<file path="config.mk">
export PLATFORM = sky130hd
export DESIGN_NAME = adcsel_top
export DESIGN_NICKNAME = d
export VERILOG_FILES = /design/src/rtl/adcsel_pkg.sv /design/src/rtl/adcsel_top.sv /design/src/rtl/adcsel_decoder.sv
export SDC_FILE = /design/constraint.sdc
export NUM_CORES = 1
export LEC_CHECK = 0
export ABC_AREA = 1
export BUFFER_PORTS_ARGS = -buffer_cell sky130_fd_sc_hd__clkbuf_2
export CORE_UTILIZATION = 53
export CTS_CLUSTER_SIZE = 20
export DETAILED_ROUTE_END_ITERATION = 10
export HOLD_SLACK_MARGIN = 0.05
export PLACE_DENSITY = 0.77
export SYNTH_ARGS = -nofsm -noshare
export SYNTH_HDL_FRONTEND = slang
export SYNTH_SLANG_ARGS = --single-unit
</file>
<file path="constraint.sdc">
create_clock -name clk -period 3.15 [get_ports clk]
set_input_delay 0.315 -clock clk [delete_from_list [all_inputs] [get_ports clk]]
set_output_delay 0.315 -clock clk [all_outputs]
set_load 0.03 [all_outputs]
</file>
<file path="src/rtl/adcsel_pkg.sv">
// How it works
// - Input select bits 10-12 steer all switches
// - Code 111 converts first inputs, main holds
// - Codes 100-110 convert second, aux holds sample
// - Code 011 converts third inputs from aux holds
// - Code 010 third via main, ch1 aux samples
// - Codes 000/001 convert ch3 fourth input
// - Codes 100/101/110 set async hold inputs
// - Other codes keep async hold inputs unchanged
// - DAC level is setup bits 0 to 7
// - Converter clock at most 2.1MHz, 6.6us
// - Twelve bit SAR result, two's complement
// - Setup word shifted in, double buffered
// - DAC field transferred on fourteenth pulse
// - Gain field bits 8-9 for all amplifiers
// - Results valid from third conversion onward
package adcsel_pkg;

    // ----------------------------------------------------------------
    // Timing
    // ----------------------------------------------------------------
    localparam int CLK_NS = 20;
    localparam int CLK_KHZ = 50000;
    localparam int CONVERT_COMMAND_CLK_MAX_KHZ = 2100;
    // Least pulse period, rounded up so the pulse rate never exceeds max
    localparam int CONVERT_COMMAND_DIV =
        (CLK_KHZ + CONVERT_COMMAND_CLK_MAX_KHZ - 1) / CONVERT_COMMAND_CLK_MAX_KHZ;
    localparam int CYCLE_NS = 6600;
    localparam int CYCLE_CLKS = CYCLE_NS / CLK_NS;
    localparam int PULSE_SPAN = 13;

    // ----------------------------------------------------------------
    // Conversion pulse numbers
    // ----------------------------------------------------------------
    localparam logic [3:0] PULSE_FIRST = 4'h1;
    localparam logic [3:0] PULSE_SHIFT_FIRST = 4'h2;
    localparam logic [3:0] PULSE_LAST_BIT = 4'hd;
    localparam logic [3:0] PULSE_LAST = 4'he;

    // ----------------------------------------------------------------
    // Setup word layout
    // ----------------------------------------------------------------
    localparam int SETUP_BITS = 13;
    localparam int DAC_LSB = 0;
    localparam int DAC_W = 8;
    localparam int GAIN_LSB = 8;
    localparam int GAIN_W = 2;
    localparam int SEL_LSB = 10;
    localparam int SEL_W = 3;
    localparam logic [12:0] SETUP_RST = 13'h0000;

    // Input select codes
    localparam logic [2:0] SEL_UNDEF = 3'h0;
    localparam logic [2:0] SEL_ASYNC = 3'h1;
    localparam logic [2:0] SEL_THIRD_MAIN = 3'h2;
    localparam logic [2:0] SEL_THIRD_AUX = 3'h3;
    localparam logic [2:0] SEL_SECOND_OPEN = 3'h4;
    localparam logic [2:0] SEL_SECOND_THIRD = 3'h5;
    localparam logic [2:0] SEL_SECOND_SECOND = 3'h6;
    localparam logic [2:0] SEL_FIRST = 3'h7;

    // Async hold input selection
    localparam logic [1:0] ASEL_OPEN = 2'h0;
    localparam logic [1:0] ASEL_SECOND = 2'h1;
    localparam logic [1:0] ASEL_THIRD = 2'h2;

    // One-hot main hold inputs and converter sources
    localparam logic [2:0] IN_NONE = 3'h0;
    localparam logic [2:0] IN_FIRST = 3'h1;
    localparam logic [2:0] IN_SECOND = 3'h2;
    localparam logic [2:0] IN_THIRD = 3'h4;
    localparam logic [3:0] IN3_FIRST = 4'h1;
    localparam logic [3:0] IN3_SECOND = 4'h2;
    localparam logic [3:0] IN3_THIRD = 4'h4;
    localparam logic [3:0] IN3_FOURTH = 4'h8;
    localparam logic [2:0] SRC_NONE = 3'h0;
    localparam logic [2:0] SRC_MAIN = 3'h1;
    localparam logic [2:0] SRC_AUX = 3'h2;
    localparam logic [2:0] SRC_ASYNC = 3'h4;

    // ----------------------------------------------------------------
    // Converter result
    // ----------------------------------------------------------------
    localparam int RESULT_BITS = 12;
    localparam logic [11:0] SAR_START = 12'h800;
    localparam logic [11:0] TWOS_FLIP = 12'h800;
    localparam logic [1:0] VALID_AFTER = 2'h3;

    // ----------------------------------------------------------------
    // Register map, byte offsets
    // ----------------------------------------------------------------
    localparam logic [7:0] REG_CONTROL = 8'h00;
    localparam logic [7:0] REG_SETUP_NEXT = 8'h04;
    localparam logic [7:0] REG_STATUS = 8'h08;
    localparam logic [7:0] REG_SETUP_ACTIVE = 8'h0c;
    localparam logic [7:0] REG_ROUTE = 8'h10;
    localparam logic [7:0] REG_RESULT1 = 8'h14;
    localparam logic [7:0] REG_RESULT2 = 8'h18;
    localparam logic [7:0] REG_RESULT3 = 8'h1c;
    localparam logic [7:0] REG_DAC = 8'h20;
    localparam int CTRL_CONVERT_BIT = 0;
    localparam int CTRL_ASYNC_TRACK_BIT = 1;
    localparam logic CTRL_ASYNC_TRACK_RST = 1'b1;
    localparam int STAT_BUSY_BIT = 0;
    localparam int STAT_VALID_BIT = 1;
    localparam int STAT_ASYNC_OK_BIT = 2;
    localparam int STAT_COUNT_LSB = 4;
    localparam logic [2:0] HSIZE_WORD = 3'h2;

    // ----------------------------------------------------------------
    // Types
    // ----------------------------------------------------------------
    typedef struct packed {
        logic [2:0] ch1MainIn;
        logic [2:0] ch2MainIn;
        logic [3:0] ch3In;
        logic [2:0] ch1AdcSrc;
        logic [2:0] ch2AdcSrc;
        logic ch1AuxSample;
        logic ch2AuxSample;
        logic [1:0] ch1AsyncIn;
        logic [1:0] ch2AsyncIn;
    } adcsel_route_s;

    typedef enum logic [1:0] {
        ADCSEL_IDLE = 2'b01,
        ADCSEL_CONVERT_COMMAND = 2'b10
    } adcsel_state_e;

endpackage : adcsel_pkg

</file>
<file path="src/rtl/adcsel_top.sv">
`timescale 1ns/100ps
`default_nettype none
module adcsel_top #(
    parameter int CONVERT_COMMAND_DIV = adcsel_pkg::CONVERT_COMMAND_DIV
) (
    input wire logic clk,
    input wire logic resetn,
    input wire logic hsel,
    input wire logic [31:0] haddr,
    input wire logic [1:0] htrans,
    input wire logic hwrite,
    input wire logic [2:0] hsize,
    input wire logic [31:0] hwdata,
    input wire logic hready,
    output logic hreadyout,
    output logic hresp,
    output logic [31:0] hrdata,
    input wire logic [2:0] compareHigh,
    output var adcsel_pkg::adcsel_route_s holdRoute,
    output logic mainHoldTrack,
    output logic asyncHoldStrobe,
    output logic [7:0] dacLevel,
    output logic [1:0] gainSelect,
    output logic [35:0] sarTrial
);

    // ----------------------------------------------------------------
    // Elaboration checks
    // ----------------------------------------------------------------
    // Divider counter is 8 bits; the cycle must fit its time budget
    if (CONVERT_COMMAND_DIV < 1 || CONVERT_COMMAND_DIV > 256 ||
        adcsel_pkg::PULSE_SPAN * CONVERT_COMMAND_DIV > adcsel_pkg::CYCLE_CLKS)
    begin : g_bad_div
        $error("CONVERT_COMMAND_DIV out of range");
    end

    localparam logic [7:0] DIV_LAST = 8'(CONVERT_COMMAND_DIV - 1);

    // ----------------------------------------------------------------
    // Declarations
    // ----------------------------------------------------------------
    adcsel_pkg::adcsel_state_e state_reg;
    logic [7:0] divCnt_reg;
    logic [3:0] pulseCnt_reg;
    logic [12:0] setupNext_reg;
    logic [12:0] setupShift_reg;
    logic [12:0] setupActive_reg;
    logic [1:0] convCount_reg;
    logic asyncOk_reg;
    logic [11:0] sar_reg [3];
    logic [11:0] result_reg [3];
    logic wrPend_reg;
    logic [7:0] addr_reg;
    logic [31:0] rdata;
    logic startConv;
    logic pulseEvt;
    logic [3:0] nextPulse;
    logic [3:0] bitIdx;
    logic [3:0] shiftIdx;
    logic resolveBit;
    logic shiftBit;
    logic lastPulse;
    logic [12:0] shiftNext;
    logic busWrite;
    adcsel_pkg::adcsel_route_s decoded;

    // ----------------------------------------------------------------
    // AHB-Lite slave
    // ----------------------------------------------------------------
    // Zero wait state, always OKAY; only word writes take effect
    always_ff @(posedge clk or negedge resetn) begin
        if (!resetn) begin
            wrPend_reg <= 1'b0;
            addr_reg <= 8'h00;
            hreadyout <= 1'b0;
            hresp <= 1'b0;
        end else begin
            hreadyout <= 1'b1;
            hresp <= 1'b0;
            if (hready) begin
                wrPend_reg <= hsel && htrans[1] && hwrite &&
                    (hsize == adcsel_pkg::HSIZE_WORD);
                addr_reg <= haddr[7:0];
            end
        end
    end

    // Read data is captured at the address phase, unmapped reads zero
    always_comb begin
        rdata = 32'h0000_0000;
        unique case (haddr[7:0])
            adcsel_pkg::REG_CONTROL:
                rdata[adcsel_pkg::CTRL_ASYNC_TRACK_BIT] = asyncHoldStrobe;
            adcsel_pkg::REG_SETUP_NEXT: rdata[12:0] = setupNext_reg;
            adcsel_pkg::REG_STATUS: begin
                rdata[adcsel_pkg::STAT_BUSY_BIT] =
                    (state_reg == adcsel_pkg::ADCSEL_CONVERT_COMMAND);
                rdata[adcsel_pkg::STAT_VALID_BIT] =
                    (convCount_reg == adcsel_pkg::VALID_AFTER);
                rdata[adcsel_pkg::STAT_ASYNC_OK_BIT] = asyncOk_reg;
                rdata[adcsel_pkg::STAT_COUNT_LSB +: 2] = convCount_reg;
            end
            adcsel_pkg::REG_SETUP_ACTIVE: rdata[12:0] = setupActive_reg;
            adcsel_pkg::REG_ROUTE: rdata = 32'(holdRoute);
            adcsel_pkg::REG_RESULT1: rdata[11:0] = result_reg[0];
            adcsel_pkg::REG_RESULT2: rdata[11:0] = result_reg[1];
            adcsel_pkg::REG_RESULT3: rdata[11:0] = result_reg[2];
            adcsel_pkg::REG_DAC: rdata[7:0] = dacLevel;
            default: rdata = 32'h0000_0000;
        endcase
    end

    always_ff @(posedge clk or negedge resetn) begin
        if (!resetn) begin
            hrdata <= 32'h0000_0000;
        end else if (hready && hsel && htrans[1] && !hwrite) begin
            hrdata <= rdata;
        end
    end

    assign busWrite = wrPend_reg;

    // ----------------------------------------------------------------
    // Software controls
    // ----------------------------------------------------------------
    // Convert command is ignored while a cycle is running
    assign startConv = busWrite && (addr_reg == adcsel_pkg::REG_CONTROL) &&
        hwdata[adcsel_pkg::CTRL_CONVERT_BIT] &&
        (state_reg == adcsel_pkg::ADCSEL_IDLE);

    // Async strobe level: high tracks, low holds
    always_ff @(posedge clk or negedge resetn) begin
        if (!resetn) begin
            asyncHoldStrobe <= adcsel_pkg::CTRL_ASYNC_TRACK_RST;
        end else if (busWrite && addr_reg == adcsel_pkg::REG_CONTROL) begin
            asyncHoldStrobe <= hwdata[adcsel_pkg::CTRL_ASYNC_TRACK_BIT];
        end
    end

    // Next setup word, written any time; shifted in bit by bit
    always_ff @(posedge clk or negedge resetn) begin
        if (!resetn) begin
            setupNext_reg <= adcsel_pkg::SETUP_RST;
        end else if (busWrite &&
                     addr_reg == adcsel_pkg::REG_SETUP_NEXT) begin
            setupNext_reg <= hwdata[12:0];
        end
    end

    // ----------------------------------------------------------------
    // Conversion sequencer
    // ----------------------------------------------------------------
    // Pulse 1 coincides with the command, later pulses every CONVERT_COMMAND_DIV
    assign pulseEvt = (state_reg == adcsel_pkg::ADCSEL_CONVERT_COMMAND) &&
        (divCnt_reg == DIV_LAST);
    assign nextPulse = pulseCnt_reg + 4'h1;
    assign lastPulse = pulseEvt && (nextPulse == adcsel_pkg::PULSE_LAST);
    assign resolveBit = pulseEvt &&
        (nextPulse >= adcsel_pkg::PULSE_SHIFT_FIRST) &&
        (nextPulse <= adcsel_pkg::PULSE_LAST_BIT);
    assign shiftBit = pulseEvt &&
        (nextPulse >= adcsel_pkg::PULSE_SHIFT_FIRST);
    assign bitIdx = adcsel_pkg::PULSE_LAST_BIT - nextPulse;
    assign shiftIdx = nextPulse - adcsel_pkg::PULSE_SHIFT_FIRST;
    // Serial setup input arrives least significant bit first
    assign shiftNext = {setupNext_reg[shiftIdx], setupShift_reg[12:1]};

    always_ff @(posedge clk or negedge resetn) begin
        if (!resetn) begin
            state_reg <= adcsel_pkg::ADCSEL_IDLE;
            divCnt_reg <= 8'h00;
            pulseCnt_reg <= 4'h0;
        end else begin
            unique case (state_reg)
                adcsel_pkg::ADCSEL_IDLE: begin
                    if (startConv) begin
                        state_reg <= adcsel_pkg::ADCSEL_CONVERT_COMMAND;
                        divCnt_reg <= 8'h00;
                        pulseCnt_reg <= adcsel_pkg::PULSE_FIRST;
                    end
                end
                adcsel_pkg::ADCSEL_CONVERT_COMMAND: begin
                    if (pulseEvt) begin
                        divCnt_reg <= 8'h00;
                        pulseCnt_reg <= nextPulse;
                        if (lastPulse) begin
                            state_reg <= adcsel_pkg::ADCSEL_IDLE;
                        end
                    end else begin
                        divCnt_reg <= divCnt_reg + 8'h01;
                    end
                end
            endcase
        end
    end

    // Main holds track while idle and hold through the cycle
    always_ff @(posedge clk or negedge resetn) begin
        if (!resetn) begin
            mainHoldTrack <= 1'b1;
        end else if (startConv) begin
            mainHoldTrack <= 1'b0;
        end else if (lastPulse) begin
            mainHoldTrack <= 1'b1;
        end
    end

    // ----------------------------------------------------------------
    // Setup register, double buffered
    // ----------------------------------------------------------------
    always_ff @(posedge clk or negedge resetn) begin
        if (!resetn) begin
            setupShift_reg <= adcsel_pkg::SETUP_RST;
            setupActive_reg <= adcsel_pkg::SETUP_RST;
        end else if (shiftBit) begin
            setupShift_reg <= shiftNext;
            if (lastPulse) begin
                setupActive_reg <= shiftNext;
            end
        end
    end

    // DAC takes the freshly received word at the last pulse
    always_ff @(posedge clk or negedge resetn) begin
        if (!resetn) begin
            dacLevel <= 8'h00;
        end else if (lastPulse) begin
            dacLevel <= shiftNext[adcsel_pkg::DAC_LSB +: 8];
        end
    end

    // ----------------------------------------------------------------
    // Routing and gain, applied at conversion start
    // ----------------------------------------------------------------
    adcsel_decoder u_decoder (
        .selCode(setupActive_reg[adcsel_pkg::SEL_LSB +: 3]),
        .ch1AsyncHeld(holdRoute.ch1AsyncIn),
        .ch2AsyncHeld(holdRoute.ch2AsyncIn),
        .route(decoded)
    );

    // Reset leaves the async hold inputs open until a select code
    always_ff @(posedge clk or negedge resetn) begin
        if (!resetn) begin
            holdRoute <= '0;
            gainSelect <= 2'h0;
        end else if (startConv) begin
            holdRoute <= decoded;
            gainSelect <= setupActive_reg[adcsel_pkg::GAIN_LSB +: 2];
        end
    end

    // Notes whether the async strobe was already holding at the command
    always_ff @(posedge clk or negedge resetn) begin
        if (!resetn) begin
            asyncOk_reg <= 1'b0;
        end else if (startConv) begin
            asyncOk_reg <= !asyncHoldStrobe;
        end
    end

    // Completed cycles, saturating; results trusted from the third
    always_ff @(posedge clk or negedge resetn) begin
        if (!resetn) begin
            convCount_reg <= 2'h0;
        end else if (lastPulse &&
                     convCount_reg != adcsel_pkg::VALID_AFTER) begin
            convCount_reg <= convCount_reg + 2'h1;
        end
    end

    // ----------------------------------------------------------------
    // Successive approximation, one per channel
    // ----------------------------------------------------------------
    for (genvar c = 0; c < 3; c++) begin : g_ch
        always_ff @(posedge clk or negedge resetn) begin
            if (!resetn) begin
                sar_reg[c] <= 12'h000;
            end else if (startConv) begin
                sar_reg[c] <= adcsel_pkg::SAR_START;
            end else if (resolveBit) begin
                // Keep the trial bit if input is at or above the trial
                sar_reg[c][bitIdx] <= compareHigh[c];
                if (bitIdx != 4'h0) begin
                    sar_reg[c][bitIdx - 4'h1] <= 1'b1;
                end
            end
        end

        // Offset binary to two's complement by flipping the MSB
        always_ff @(posedge clk or negedge resetn) begin
            if (!resetn) begin
                result_reg[c] <= 12'h000;
            end else if (lastPulse) begin
                result_reg[c] <= sar_reg[c] ^ adcsel_pkg::TWOS_FLIP;
            end
        end

        assign sarTrial[c*12 +: 12] = sar_reg[c];
    end

endmodule : adcsel_top
`default_nettype wire

</file>
<file path="src/rtl/adcsel_decoder.sv">
`timescale 1ns/100ps
`default_nettype none
module adcsel_decoder (
    input wire logic [2:0] selCode,
    input wire logic [1:0] ch1AsyncHeld,
    input wire logic [1:0] ch2AsyncHeld,
    output adcsel_pkg::adcsel_route_s route
);

    // ----------------------------------------------------------------
    // Input select decode
    // ----------------------------------------------------------------
    // Async inputs default to held values so no-effect codes keep them
    always_comb begin
        route = '0;
        route.ch1AsyncIn = ch1AsyncHeld;
        route.ch2AsyncIn = ch2AsyncHeld;
        unique case (selCode)
            adcsel_pkg::SEL_UNDEF: begin
                route.ch3In = adcsel_pkg::IN3_FOURTH;
                route.ch1AdcSrc = adcsel_pkg::SRC_NONE;
                route.ch2AdcSrc = adcsel_pkg::SRC_NONE;
            end
            adcsel_pkg::SEL_ASYNC: begin
                route.ch3In = adcsel_pkg::IN3_FOURTH;
                route.ch1AdcSrc = adcsel_pkg::SRC_ASYNC;
                route.ch2AdcSrc = adcsel_pkg::SRC_ASYNC;
            end
            adcsel_pkg::SEL_THIRD_MAIN: begin
                route.ch1MainIn = adcsel_pkg::IN_THIRD;
                route.ch2MainIn = adcsel_pkg::IN_THIRD;
                route.ch3In = adcsel_pkg::IN3_THIRD;
                route.ch1AdcSrc = adcsel_pkg::SRC_MAIN;
                route.ch2AdcSrc = adcsel_pkg::SRC_MAIN;
                route.ch1AuxSample = 1'b1;
            end
            adcsel_pkg::SEL_THIRD_AUX: begin
                // Aux holds still carry values from an earlier cycle
                route.ch3In = adcsel_pkg::IN3_THIRD;
                route.ch1AdcSrc = adcsel_pkg::SRC_AUX;
                route.ch2AdcSrc = adcsel_pkg::SRC_AUX;
            end
            adcsel_pkg::SEL_SECOND_OPEN: begin
                route.ch1MainIn = adcsel_pkg::IN_SECOND;
                route.ch2MainIn = adcsel_pkg::IN_SECOND;
                route.ch3In = adcsel_pkg::IN3_SECOND;
                route.ch1AdcSrc = adcsel_pkg::SRC_MAIN;
                route.ch2AdcSrc = adcsel_pkg::SRC_MAIN;
                route.ch1AuxSample = 1'b1;
                route.ch2AuxSample = 1'b1;
                route.ch1AsyncIn = adcsel_pkg::ASEL_OPEN;
                route.ch2AsyncIn = adcsel_pkg::ASEL_OPEN;
            end
            adcsel_pkg::SEL_SECOND_THIRD: begin
                route.ch1MainIn = adcsel_pkg::IN_SECOND;
                route.ch2MainIn = adcsel_pkg::IN_SECOND;
                route.ch3In = adcsel_pkg::IN3_SECOND;
                route.ch1AdcSrc = adcsel_pkg::SRC_MAIN;
                route.ch2AdcSrc = adcsel_pkg::SRC_MAIN;
                route.ch1AuxSample = 1'b1;
                route.ch2AuxSample = 1'b1;
                route.ch1AsyncIn = adcsel_pkg::ASEL_THIRD;
                route.ch2AsyncIn = adcsel_pkg::ASEL_THIRD;
            end
            adcsel_pkg::SEL_SECOND_SECOND: begin
                route.ch1MainIn = adcsel_pkg::IN_SECOND;
                route.ch2MainIn = adcsel_pkg::IN_SECOND;
                route.ch3In = adcsel_pkg::IN3_SECOND;
                route.ch1AdcSrc = adcsel_pkg::SRC_MAIN;
                route.ch2AdcSrc = adcsel_pkg::SRC_MAIN;
                route.ch1AuxSample = 1'b1;
                route.ch2AuxSample = 1'b1;
                // Second hold takes its own channel's second input
                route.ch1AsyncIn = adcsel_pkg::ASEL_SECOND;
                route.ch2AsyncIn = adcsel_pkg::ASEL_SECOND;
            end
            adcsel_pkg::SEL_FIRST: begin
                route.ch1MainIn = adcsel_pkg::IN_FIRST;
                route.ch2MainIn = adcsel_pkg::IN_FIRST;
                route.ch3In = adcsel_pkg::IN3_FIRST;
                route.ch1AdcSrc = adcsel_pkg::SRC_MAIN;
                route.ch2AdcSrc = adcsel_pkg::SRC_MAIN;
            end
        endcase
    end

endmodule : adcsel_decoder
`default_nettype wire

</file>
Word-level counts from Yosys, hierarchy flattened
Index checks and enable logic that the tools add are counted.

word-level totals
  flip-flop bits (word level) = 204
  bits of input ports = 77
  word-level logic and storage cells = 151
  output and inout bits = 104

operators by class
  muxes and demuxes = 43
  bitwise logic cells = 6
  order comparisons = 7
  eq/ne operators = 26
  add/subtract/negate cells = 6
  reduce and logical (&&, ||, !) cells = 32

operator list
  cell                                                 count
  two-way mux 12 bit                                   9
  one-hot mux 10 bit (6 select lines)                  1
  equality test 8 x 5 -> 1 bit, second input constant  5
  bitwise mux 12 bit                                   3
  OR 12 bit                                            3
  one-hot mux 4 bit (6 select lines)                   1
  one-hot mux 6 bit (3 select lines)                   1
  logical AND 1 bit                                    17
  equality test 8 x 3 -> 1 bit, second input constant  2
  equality test 8 x 4 -> 1 bit, second input constant  2
  zero test 8 bit                                      2
  two-way mux 8 bit                                    2
  one-hot mux 1 bit (8 select lines)                   2
  one-hot mux 2 bit (8 select lines)                   1
  one-hot mux 8 bit (2 select lines)                   1
  < comparator 4 x 5 -> 1 bit, second input constant   3
  one-hot mux 5 bit (3 select lines)                   1
  one-hot mux 2 bit (7 select lines)                   1
  equality test 3 bit, second input constant           4
  equality test 3 x 2 -> 1 bit, second input constant  3
  two-way mux 9 bit                                    1
  one-hot mux 1 bit (9 select lines)                   1
  adder 8 x 1 -> 8 bit, second input constant          1
  demux 1 bit (select 4 bit)                           2
  32 further kinds                                     51

Logic depth before layout (Yosys ltp)
Gate-level depths: netlist of run 1.

  depth in word-level cells = 11
  depth in mapped cells = 16
  gate-level depth less buffers = 15

Cells and area by module
A second synthesis of run 1 with hierarchy kept.

unflattened totals
  cells, all modules = 1,195
  area, all modules = 9,565.4 sq um

modules (own cells, without submodules)
  module          cells an instance  area each (sq um)  sequential area each (sq um)  instances
  adcsel_top      1,159              9,391.5            4,833.4                       1
  adcsel_decoder  36                 173.9              0.0                           1

Worst setup path before layout of run 1
OpenSTA, ideal clock, no wires.

  path kind = flip-flop to flip-flop
  from = register pulseCnt_reg[0]
  to = register sar_reg, in the netlist sarTrial[18]
  library setup time = 0.066 ns
  path buffers = 4
  path slack = 0.510 ns
  data arrival time = 2.574 ns
  period minus slack after synthesis = 2.640 ns
  cell stages (with the launch flop) = 16
  required time = 3.084 ns
  cell sequence = dfrtp_1 > buf_2 > inv_1 > ha_1 > buf_2 > inv_1 > ha_1 > buf_2 > nor2_1 > nor2_1 > inv_1 > nand2_1 > clkbuf_2 > o21ai_0 > nand2_1 > nand2_1

on the way
  cells in the longest elaborated chain, start to end = 11
  elaborated cells on any way between the ends = 24
  those cells by class = add/sub: 3; order compare: 6; mux: 8; bitwise: 1; reduce/logical: 6

ends and longest elaborated chain
  item                                                                                          RTL line                              source
  start: declaration                                                                            adcsel_top.sv:44                      logic [3:0] pulseCnt_reg;
  start signal: assignment                                                                      adcsel_top.sv:179                     pulseCnt_reg <= adcsel_pkg::PULSE_FIRST;
  start signal: assignment                                                                      adcsel_top.sv:185                     pulseCnt_reg <= nextPulse;
  adder 4 x 1 -> 4 bit *                                                                        adcsel_top.sv:156                     assign nextPulse = pulseCnt_reg + 4'h1;
  subtractor 4 bit                                                                              adcsel_top.sv:163                     assign bitIdx = adcsel_pkg::PULSE_LAST_BIT - nextPulse;
  subtractor 4 x 1 -> 4 bit (tied with other cells)                                             adcsel_top.sv:285                     sar_reg[c][bitIdx - 4'h1] <= 1'b1;
  < comparator 4 x 5 -> 1 bit (not written as such) (tied with other cells)                     adcsel_top.sv:285
  logical AND 1 bit (not written as such) / two-way mux 1 bit (equally long branches)           adcsel_top.sv:285, adcsel_top.sv:283
  two-way mux 1 bit (not written as such) / demux 1 bit (select 4 bit) (equally long branches)  adcsel_top.sv:285, adcsel_top.sv:283
  demux 1 bit (select 4 bit) / bitwise mux 12 bit (equally long branches)                       adcsel_top.sv:285, adcsel_top.sv:283
  OR 12 bit (no source line)                                                                    n/a
  two-way mux 12 bit                                                                            adcsel_top.sv:284                     if (bitIdx != 4'h0) begin
  two-way mux 12 bit                                                                            adcsel_top.sv:281                     end else if (resolveBit) begin
  two-way mux 12 bit                                                                            adcsel_top.sv:279                     end else if (startConv) begin
  end signal: indexed assignment                                                                adcsel_top.sv:280                     sar_reg[c] <= adcsel_pkg::SAR_START;
  end signal: indexed assignment                                                                adcsel_top.sv:283                     sar_reg[c][bitIdx] <= compareHigh[c];
  end: declaration                                                                              adcsel_top.sv:50                      logic [11:0] sar_reg [3];

Every way passes the cells marked *; elsewhere a longest branch is shown, timed or not. The select of a mux whose other input is x is not followed.
A chain may end at the register's enable or synchronous reset.

Worst setup path after layout of run 1
  from = register pulseCnt_reg[1]
  to = register sar_reg, in the netlist sarTrial[1]

The elaborated chain is that of the path after synthesis.

==> results.yml, run 1 <==
global_route:
  overflow: 0
  antenna_found_initial: 0
  first_global_vias: 7563
  grt_max_degree: 77
  grt.total_usage_pct: 28.2
  grt_pass1_wl_mm: 39.0
yosys:
  synth_ff_type: "dfrtp_1"
  synth_top_family_by_area: "simple AND/OR/NAND/NOR gates"
  synthAdderAreaFrac_pct: 1.51
  synth_cell_types: 41
  synthCells: 1149
  synth_compound_area_share_pct: 7.90
  synth_top_cell_area_share_pct: 49.2
  yosysMostFrequentCell: "nand2_1"
  yosysTopAreaCell: "dfrtp_1"
  syn_area_per_cell_sq_um: 7.92
  synth_warnings: 0
  async_flop_share_pct: 100
  muxShareOfSynthArea_pct: 0.371
  ys_ff_latch: 182
  synth-simple-area-share_pct: 31.1
  synth_xor_area_share_pct: 0.673
  synth_edf_count: 0
  netlist_top_cells_count: "379 x nand2_1, 179 x dfrtp_1, 136 x nand3_1"
  yosys-top-cells-area: "dfrtp_1 49%, nand2_1 16%, nand3_1 7.5%, o21ai_0 4.8%, inv_1 3.6%"
  syn_area_sq_um: 9100
  ys_seq_area_share_pct: 50.1
detailed_routing:
  vias: 8182
  via_per_inst: 5.51
  first_pass_iters: 5
  antenna_left: 0
  finalWirelength_mm: 23.9
  drc: 0
  wl_per_cell_um: 16.1
  drtIter0Drc: 797
timing:
  fin_skew_ns: 0.0112
  fin_ws_ns: 0.220
  tightest_slew_ns: 0.861
  finalCriticalPeriod_ns: 2.93
  hold_ws_ns: 0.114
  slew_headroom_pct: 42.4
  setup_viol: 0
  hold_viol_final: 0
  fin_tns_setup_ns: 0
  finalCritPeriodShare_pct: 93.0
  finalMaxSlewViolations: 0
  fmax_ghz: 0.341
  grt_setup_unrepaired: "false"
layout:
  area_growth_pct: 14.6
  fin_util_pct: 62.5
  final_nets: 1341
  stdcell_count: 1486
  drive_gt1_share_pct: 17.0
  final_area_sq_um: 10400
  insertedDiodeCount: 0
setup_path:
  cp_top_family: "adder cells"
  crit_path_start_kind: "flip-flop"
  required_ns: 3.52
  rrSetupSlack_ns: 0.22
  crit_slowest_cell: "dfrtp_1"
  cp_slowest_stage_delay_ns: 0.55
  cp_max_fo: 16
  worst-setup-path-type: "flip-flop to flip-flop"
  worstSetupEndpointType: "flip-flop"
  worstPathArrival_ns: 3.30
  cp_cell_sequence: "inv_1 -> ha_1 -> inv_1 -> ha_1 -> buf_4 -> nor2_1 -> nor2_1 -> inv_1 -> a21oi_1 -> nand2_1 -> nand2_1 -> nand2_1 -> nand2_1"
  cp_common_cell: "nand2_1"
  crit_buf_inv: 4
worst_hold_path:
  hp-class: "input pin to flip-flop"
place:
  dp_slack_ns: 0.331
  place_congestion: 0.922
  dp.cells: 1453
  port-buffer-count: 125
  place_area_sq_um: 9810
  dpl.hpwl_mm: 17.0
power:
  power_switching_mw: 3.09
  peakVddDrop_mv: 0.548
  pwr-share-comb_pct: 34.8
  power_leakage_nw: 5.62
  power_frac_clock_pct: 28.3
  power.total_mw: 7.74
  p_per_area_nw_per_um2: 742
  switching_share_pct: 40.0
  pwr-share-seq_pct: 36.9
  p_int_mw: 4.64
floorplan:
  die_y_um: 133
  boundaryPins: 181
  fp.coreArea_sq_um: 16700
  row_count: 47
  initial_core_util_pct: 54.5
  die_width_um: 133
  die-area_sq_um: 17700
clock_tree:
  worst_skew_pair.late_latency_ns: 0.44
  cts.sinks: 182
  htree_levels: 4
  root_buffer: "clkbuf_16"
  numCtsBuffers: 17
  cts.path.max_buffers: 2
  post_cts_resized: 0
  path_clk_slew_ns: 0.07
  cts_tree: "built"
status:
  status: "finished clean"
run:
  drv_cap: 0
-- worst reg2reg max path, cell delays in order (launching register included) --
cell and delay (ns):
dfrtp_1 0.55, inv_1 0.15, ha_1 0.34, inv_1 0.14
ha_1 0.38, buf_4 0.25, nor2_1 0.09, nor2_1 0.13
inv_1 0.09, a21oi_1 0.34, nand2_1 0.18, nand2_1 0.10
nand2_1 0.05, nand2_1 0.08
-- final cells by class --
class | instances | area [sq um]
fillers | 1452 | 6270
flip-flops and latches | 182 | 4560
multi-input cells | 812 | 3830
repair buffers | 147 | 812
clock buffers | 27 | 523
inverters | 93 | 349
clock inverters | 5 | 86.3
well taps | 220 | 275
-- logic make-up after synthesis --
kind of cell | after synthesis
mux | 3
fa+ha+maj | 11
compound gates | 138
other cells | 2
buf+inv | 165
xor+xnor | 7
simple gates | 641
flops | 182
-- cells in the final DEF, fill, tap and decap left out, drive strengths merged --
cell / netlist / final
a21oi: 30 / 30
a31oi: 2 / 2
buf: 49 / 22
bufinv: 0 / 2
clkbuf: 23 / 151
clkinv: 1 / 4
conb: 2 / 12
dfrtp: 179 / 179
dfstp: 3 / 3
dlygate4sd3: 0 / 1
ha: 11 / 11
inv: 92 / 92
mux2: 3 / 3
nand2: 390 / 390
nand3: 143 / 143
nand3b: 2 / 2
nand4: 20 / 20
nor2: 79 / 79
nor3: 5 / 5
nor4: 2 / 2
o211ai: 3 / 3
o21a: 1 / 1
o21ai: 94 / 94
o22ai: 4 / 4
o31ai: 3 / 3
o32ai: 1 / 1
xor2: 7 / 7
-- path summary, 6_finish.rpt --
path / from / to / depth (start not counted)
setup / recovery: pulseCnt_reg[1]$_DFFE_PN0P_ / sarTrial[1]$_DFFE_PN0P_ / 13
hold / removal: hwdata[12] / setupNext_reg[12]$_DFFE_PN0P_ / 2
setup reg to reg: pulseCnt_reg[1]$_DFFE_PN0P_ / sarTrial[1]$_DFFE_PN0P_ / 13
hold reg to reg: result_reg[32]$_DFFE_PN0P_ / result_reg[32]$_DFFE_PN0P_ / 2
max in group asynchronous: resetn / setupNext_reg[0]$_DFFE_PN0P_ / 3
min in group asynchronous: resetn / addr_reg[6]$_DFFE_PN0P_ / 2
-- power by group through the flow --
stage	Clock, mW	Sequential [mW]	Combinational, mW
6_report	2.19	2.86	2.69
5_1_grt	2.29	2.88	2.97
4_1_cts	2.20	2.85	2.65
3_5_place_dp	0	2.88	2.63
3_3_place_gp	0	2.88	2.58
2_1_floorplan	0	3.05	1.73
-- what timing repair did --
item                      4_1_cts  5_1_grt
hold endpoints to repair       71        0
buffers inserted                0        0
hold buffers                    1        0
-- metal layers --
| layer | share of wire [%] | wire (um) | track usage [%] |
|---|---|---|---|
| met2 | 46 | 10900 | 43.5 |
| met1 | 45 | 10600 | 40.3 |
| met3 | 7.8 | 1870 | 4.75 |
| met4 | 2.1 | 499 | 10.2 |
| met5 | 0 | 0 | 0 |
No activity file was read; power rests on OpenSTA's default activity.
==> run 2, diff against run 1 <==
--- a/config.mk
+++ b/config.mk
@@ -6,12 +6,12 @@
 export NUM_CORES = 1
 export LEC_CHECK = 0
 export ABC_AREA = 1
-export BUFFER_PORTS_ARGS = -buffer_cell sky130_fd_sc_hd__clkbuf_2
 export CORE_UTILIZATION = 53
 export CTS_CLUSTER_SIZE = 20
 export DETAILED_ROUTE_END_ITERATION = 10
+export DONT_BUFFER_PORTS = 1
 export HOLD_SLACK_MARGIN = 0.05
-export PLACE_DENSITY = 0.77
+export PLACE_DENSITY = 0.68
 export SYNTH_ARGS = -nofsm -noshare
 export SYNTH_HDL_FRONTEND = slang
 export SYNTH_SLANG_ARGS = --single-unit
==> run 2 against run 1 <==
Against the previous run: the flow now finishes with violations (hold timing); global-route usage fell by 0.87 points; die area did not move; combinational power fell by 19%; register-to-register slack improved by 0.13 ns; routed wire length fell by 3.6%; power fell by 3.4%.
==> results.yml, run 2 (same netlist as run 1, synthesis figures left out) <==
floorplan:
  initial_core_util_pct: 54.5
  fp.coreArea_sq_um: 16700
  die-area_sq_um: 17700
  die_y_um: 133
  boundaryPins: 181
  row_count: 47
  die_width_um: 133
layout:
  fin_util_pct: 59.6
  stdcell_count: 1376
  area_growth_pct: 9.25
  layout.cells.most_common: "nand2_1"
  drive_gt1_share_pct: 7.44
  final_cell_mix: "379 x nand2_1, 179 x dfrtp_1, 136 x nand3_1"
  insertedDiodeCount: 0
  final_nets: 1233
place:
  dp.cells: 1324
  dp_slack_ns: 0.364
  place_congestion: 0.903
  dpl.hpwl_mm: 16.1
  port-buffer-count: 0
detailed_routing:
  first_pass_iters: 5
  vias: 7505
  via_per_inst: 5.45
  drtIter0Drc: 516
  wl_per_cell_um: 16.8
  finalWirelength_mm: 23.0
  antenna_left: 0
  drc: 0
timing:
  tightest_slew_ns: 0.689
  hold_viol_final: 182
  finalMaxSlewViolations: 0
  setup_viol: 0
  grt_setup_unrepaired: "false"
  finalCritPeriodShare_pct: 88.9
  fin_ws_ns: 0.351
  fin_skew_ns: 0.00709
  hold_ws_ns: -0.423
  fin_tns_setup_ns: 0
  finalCriticalPeriod_ns: 2.80
  slew_headroom_pct: 54.0
  fmax_ghz: 0.357
setup_path:
  crit_buf_inv: 4
  worstPathArrival_ns: 3.17
  cp_max_fo: 9
  cp_cell_sequence: "inv_1 -> ha_1 -> inv_1 -> ha_1 -> inv_1 -> nor2_1 -> nor2_1 -> inv_1 -> a21oi_1 -> nand2_1 -> nand2_1 -> nand2_1 -> nand2_1"
  required_ns: 3.52
  rrSetupSlack_ns: 0.35
  cp_slowest_stage_delay_ns: 0.52
  worst-setup-path-type: "flip-flop to flip-flop"
  worstSetupEndpointType: "flip-flop"
  crit_slowest_cell: "dfrtp_1"
  cp_top_family: "adder cells"
  crit_path_start_kind: "flip-flop"
global_route:
  grt_pass1_wl_mm: 37.6
  overflow: 0
  grt.total_usage_pct: 27.4
  antenna_found_initial: 0
  grt_max_degree: 183
  first_global_vias: 7097
clock_tree:
  root_buffer: "clkbuf_16"
  numCtsBuffers: 17
  cts_hold_buf: 22
  post_cts_resized: 0
  worst_skew_pair.late_latency_ns: 0.43
  cts.path.max_buffers: 2
  path_clk_slew_ns: 0.06
  cts_tree: "built"
  cts.sinks: 182
  postCtsSetupBuffers: 0
  htree_levels: 4
power:
  power_leakage_nw: 5.12
  p_per_area_nw_per_um2: 752
  peakVddDrop_mv: 0.572
status:
  violations: "hold timing"
  status: "complete, but fails checks"
worst_hold_path:
  hp-class: "input pin to async pin"
run:
  drv_cap: 0
[run 2: cell types whose count changed in the layout (fill, tap and decap cells not counted), sizes merged]
cell and delta:
dlygate4sd3 +21, clkinv +3, bufinv +1, buf -5, clkbuf -130
[run 2: per-stage QoR]
step | hold slack (ns) | area [sq um] | total power, mW
6_report | -0.423 | 9950 | 7.48
5_1_grt | -0.442 | 9950 | 7.88
4_1_cts | -0.431 | 9950 | 7.47
3_5_place_dp | 0.0257 | 9140 | 5.31
3_3_place_gp | 0.0260 | 9140 | 5.26
2_1_floorplan | 0.0194 | 9140 | 4.78
[run 2: worst paths after layout]
| check | from | endpoint | depth (start not counted) |
|---|---|---|---|
| max in group asynchronous | resetn | asyncHoldStrobe$_DFFE_PN1N_ | 0 |
| worst max register to register | pulseCnt_reg[1]$_DFFE_PN0P_ | sarTrial[1]$_DFFE_PN0P_ | 13 |
| worst max-delay path | pulseCnt_reg[1]$_DFFE_PN0P_ | sarTrial[1]$_DFFE_PN0P_ | 13 |
| worst min register to register | result_reg[16]$_DFFE_PN0P_ | result_reg[16]$_DFFE_PN0P_ | 2 |
| min in group clk | compareHigh[1] | sarTrial[23]$_DFFE_PN0P_ | 2 |
| worst min-delay path | resetn | addr_reg[1]$_DFFE_PN0P_ | 0 |
[run 2: layer usage]
metal / track usage (%) / wire length, um
met1: 38.2 / 10500
met2: 41.0 / 10200
met3: 8.05 / 1950
met4: 8.68 / 441
met5: 0 / 0
[run 2: worst reg2reg max path, stage by stage (launching register included)]
cell	delay (ns)
dfrtp_1	0.52
inv_1	0.14
ha_1	0.33
inv_1	0.20
ha_1	0.35
inv_1	0.20
nor2_1	0.06
nor2_1	0.14
inv_1	0.09
a21oi_1	0.31
nand2_1	0.17
nand2_1	0.10
nand2_1	0.05
nand2_1	0.08
[run 2: power by group]
| part | switching, mW | internal, mW | total (mW) |
|---|---|---|---|
| Combinational | 1.53 | 0.662 | 2.19 |
| Clock | 0.869 | 1.28 | 2.15 |
| Sequential | 0.555 | 2.58 | 3.13 |
| Total | 2.96 | 4.52 | 7.48 |
[run 2: cell type report]
cell class	instances	area, sq um
fill	1520	6760
sequential	182	4560
multi-input combinational	812	3830
clock buffer	21	460
inverter	93	349
timing repair buffer	39	348
tap	220	275
clock inverter	9	128
==> run 3, diff against run 2 <==
==> constraint.sdc (replaced) <==
create_clock -name clk -period 3.4 [get_ports clk]
set_input_delay 0.34 -clock clk [delete_from_list [all_inputs] [get_ports clk]]
set_output_delay 0.34 -clock clk [all_outputs]
set_load 0.03 [all_outputs]
==> run 3 against run 2 <==
Against the previous run: via count is 0.13% lower; utilization is 0.75 points lower; worst hold slack improved by 0.018 ns; fmax decreased by 1.6%; the flow still finishes with violations (hold timing); global-route usage up 0.19 points; clock skew grew 0.0011 ns.
==> results.yml, run 3 (same netlist as run 1, synthesis figures left out) <==
setup_path:
  cp_cell_sequence: "inv_1 -> ha_1 -> inv_1 -> ha_1 -> inv_1 -> nor2_1 -> nor2_1 -> inv_1 -> a21oi_1 -> nand2_1 -> nand2_1 -> nand2_1 -> nand2_1"
  worstSetupEndpointType: "flip-flop"
  crit_slowest_cell: "dfrtp_1"
  required_ns: 3.78
  cp_max_fo: 9
  worst_r2r_path_depth: 13
  crit_path_start_kind: "flip-flop"
  cp_slowest_stage_delay_ns: 0.52
  worst-setup-path-type: "flip-flop to flip-flop"
  worstPathArrival_ns: 3.22
detailed_routing:
  first_pass_iters: 5
  antenna_left: 0
  wl_per_cell_um: 16.9
  drc: 0
  finalWirelength_mm: 23.2
  vias: 7495
  drtIter0Drc: 573
  via_per_inst: 5.48
floorplan:
  die_width_um: 133
  boundaryPins: 181
  die-area_sq_um: 17700
  die_y_um: 133
  row_count: 47
  fp.coreArea_sq_um: 16700
  initial_core_util_pct: 54.5
timing:
  fin_tns_setup_ns: 0
  finalMaxSlewViolations: 0
  hold_viol_final: 182
  slew_headroom_pct: 42.7
  hold_ws_ns: -0.405
  fmax_ghz: 0.352
  finalCriticalPeriod_ns: 2.84
  setup_viol: 0
  finalCritPeriodShare_pct: 83.7
  fin_skew_ns: 0.00817
  grt_setup_unrepaired: "false"
  tightest_slew_ns: 0.858
global_route:
  grt_max_degree: 183
  grt.total_usage_pct: 27.5
  antenna_found_initial: 0
  grt_pass1_wl_mm: 37.5
  overflow: 0
  first_global_vias: 6907
power:
  peakVddDrop_mv: 0.405
  power_frac_clock_pct: 27.6
  p_int_mw: 4.04
  switching_share_pct: 40.9
  power_leakage_nw: 5.06
  pwr-share-seq_pct: 42.4
  power.total_mw: 6.83
  power_switching_mw: 2.79
  p_per_area_nw_per_um2: 695
  pwr-share-comb_pct: 30.0
layout:
  final_nets: 1223
  fillers: 1528
  layout.cells.most_common: "nand2_1"
  final_cell_mix: "379 x nand2_1, 179 x dfrtp_1, 136 x nand3_1"
  drive_gt1_share_pct: 7.67
  area_growth_pct: 7.88
  insertedDiodeCount: 0
  fin_util_pct: 58.8
place:
  dpl.hpwl_mm: 16.2
  place_congestion: 0.871
  port-buffer-count: 0
clock_tree:
  htree_levels: 4
  numCtsBuffers: 17
  root_buffer: "clkbuf_16"
  postCtsSetupBuffers: 0
  cts_tree: "built"
  worst_skew_pair.late_latency_ns: 0.44
  cts_hold_buf: 13
  cts.path.max_buffers: 2
  cts.sinks: 182
  path_clk_slew_ns: 0.07
run:
  drv_cap: 0
status:
  status: "complete, but fails checks"
  violations: "hold timing"
worst_hold_path:
  hp-class: "input pin to async pin"
## run 3: cell count changes in the layout (fill, tap and decap cells not counted), sizes merged
cell | previous run | this run
inv | 92 | 93
clkbuf | 21 | 20
buf | 17 | 16
clkinv | 7 | 8
dlygate4sd3 | 22 | 13
clkinvlp | 0 | 3
bufinv | 3 | 1
## run 3: per-layer routing
layer | GRT usage [%] | wire, um | up-vias
li1 | - | - | 3653
met1 | 39.3 | 10500 | 3534
met2 | 40.9 | 10300 | 273
met3 | 7.05 | 1950 | 35
met4 | 9.07 | 446 | 0
met5 | 0 | 0 | -
## run 3: area by class of cell
| type | instances | area, sq um | share of cell area (%) |
|---|---|---|---|
| Clock inverter | 12 | 104 | 1.06 |
| Tap cell | 220 | 275 | 2.80 |
| Sequential cell | 182 | 4560 | 46.4 |
| Clock buffer | 20 | 457 | 4.65 |
| Multi-Input combinational cell | 812 | 3830 | 39.0 |
| Inverter | 93 | 349 | 3.55 |
| Timing Repair Buffer | 29 | 250 | 2.55 |
## run 3: power groups by stage
stage	registers, mW	logic [mW]	clock network [mW]
floorplan	2.83	1.60	0
global placement	2.93	1.97	0
detailed placement	2.94	1.99	0
CTS	2.89	2.01	1.92
global route	2.93	2.28	2.00
finish	2.90	2.05	1.89
## run 3: repair_timing
item	CTS	global route
resized for setup	0	0
setup endpoints to repair	0	0
hold endpoints to repair	195	182
## run 3: metrics by stage
| stage | setup slack [ns] | hold WS, ns | instances | area, sq um |
|---|---|---|---|---|
| after floorplan | 0.760 | 0.0444 | 1159 | 9140 |
| after global placement | 0.644 | 0.0510 | 1323 | 9130 |
| after detailed placement | 0.633 | 0.0507 | 1323 | 9130 |
| after CTS | 0.612 | -0.414 | 1368 | 9820 |
| after global routing | 0.352 | -0.422 | 1368 | 9820 |
| final | 0.556 | -0.405 | 1368 | 9820 |
## run 3: worst max-delay path: cells and delay by family, from the launching register on
kind / cells / cell delay [ns]
AO/OA/AOI/OAI: 1 / 0.34
flip-flops: 1 / 0.52
buffers and inverters: 4 / 0.61
adder cells (fa/ha/maj): 2 / 0.68
AND/OR/NAND/NOR: 6 / 0.61
## run 3: path summary, 6_finish.rpt
path / start / to / slack (ns)
max in group asynchronous: resetn / result_reg[0]$_DFFE_PN0P_ / 3.53
min in group clk: hwdata[7] / setupNext_reg[7]$_DFFE_PN0P_ / 0.06
setup reg to reg: pulseCnt_reg[1]$_DFFE_PN0P_ / sarTrial[25]$_DFFE_PN0P_ / 0.56
hold reg to reg: result_reg[1]$_DFFE_PN0P_ / result_reg[1]$_DFFE_PN0P_ / 0.47
hold / removal: resetn / addr_reg[0]$_DFFE_PN0P_ / -0.41
setup / recovery: pulseCnt_reg[1]$_DFFE_PN0P_ / sarTrial[25]$_DFFE_PN0P_ / 0.56
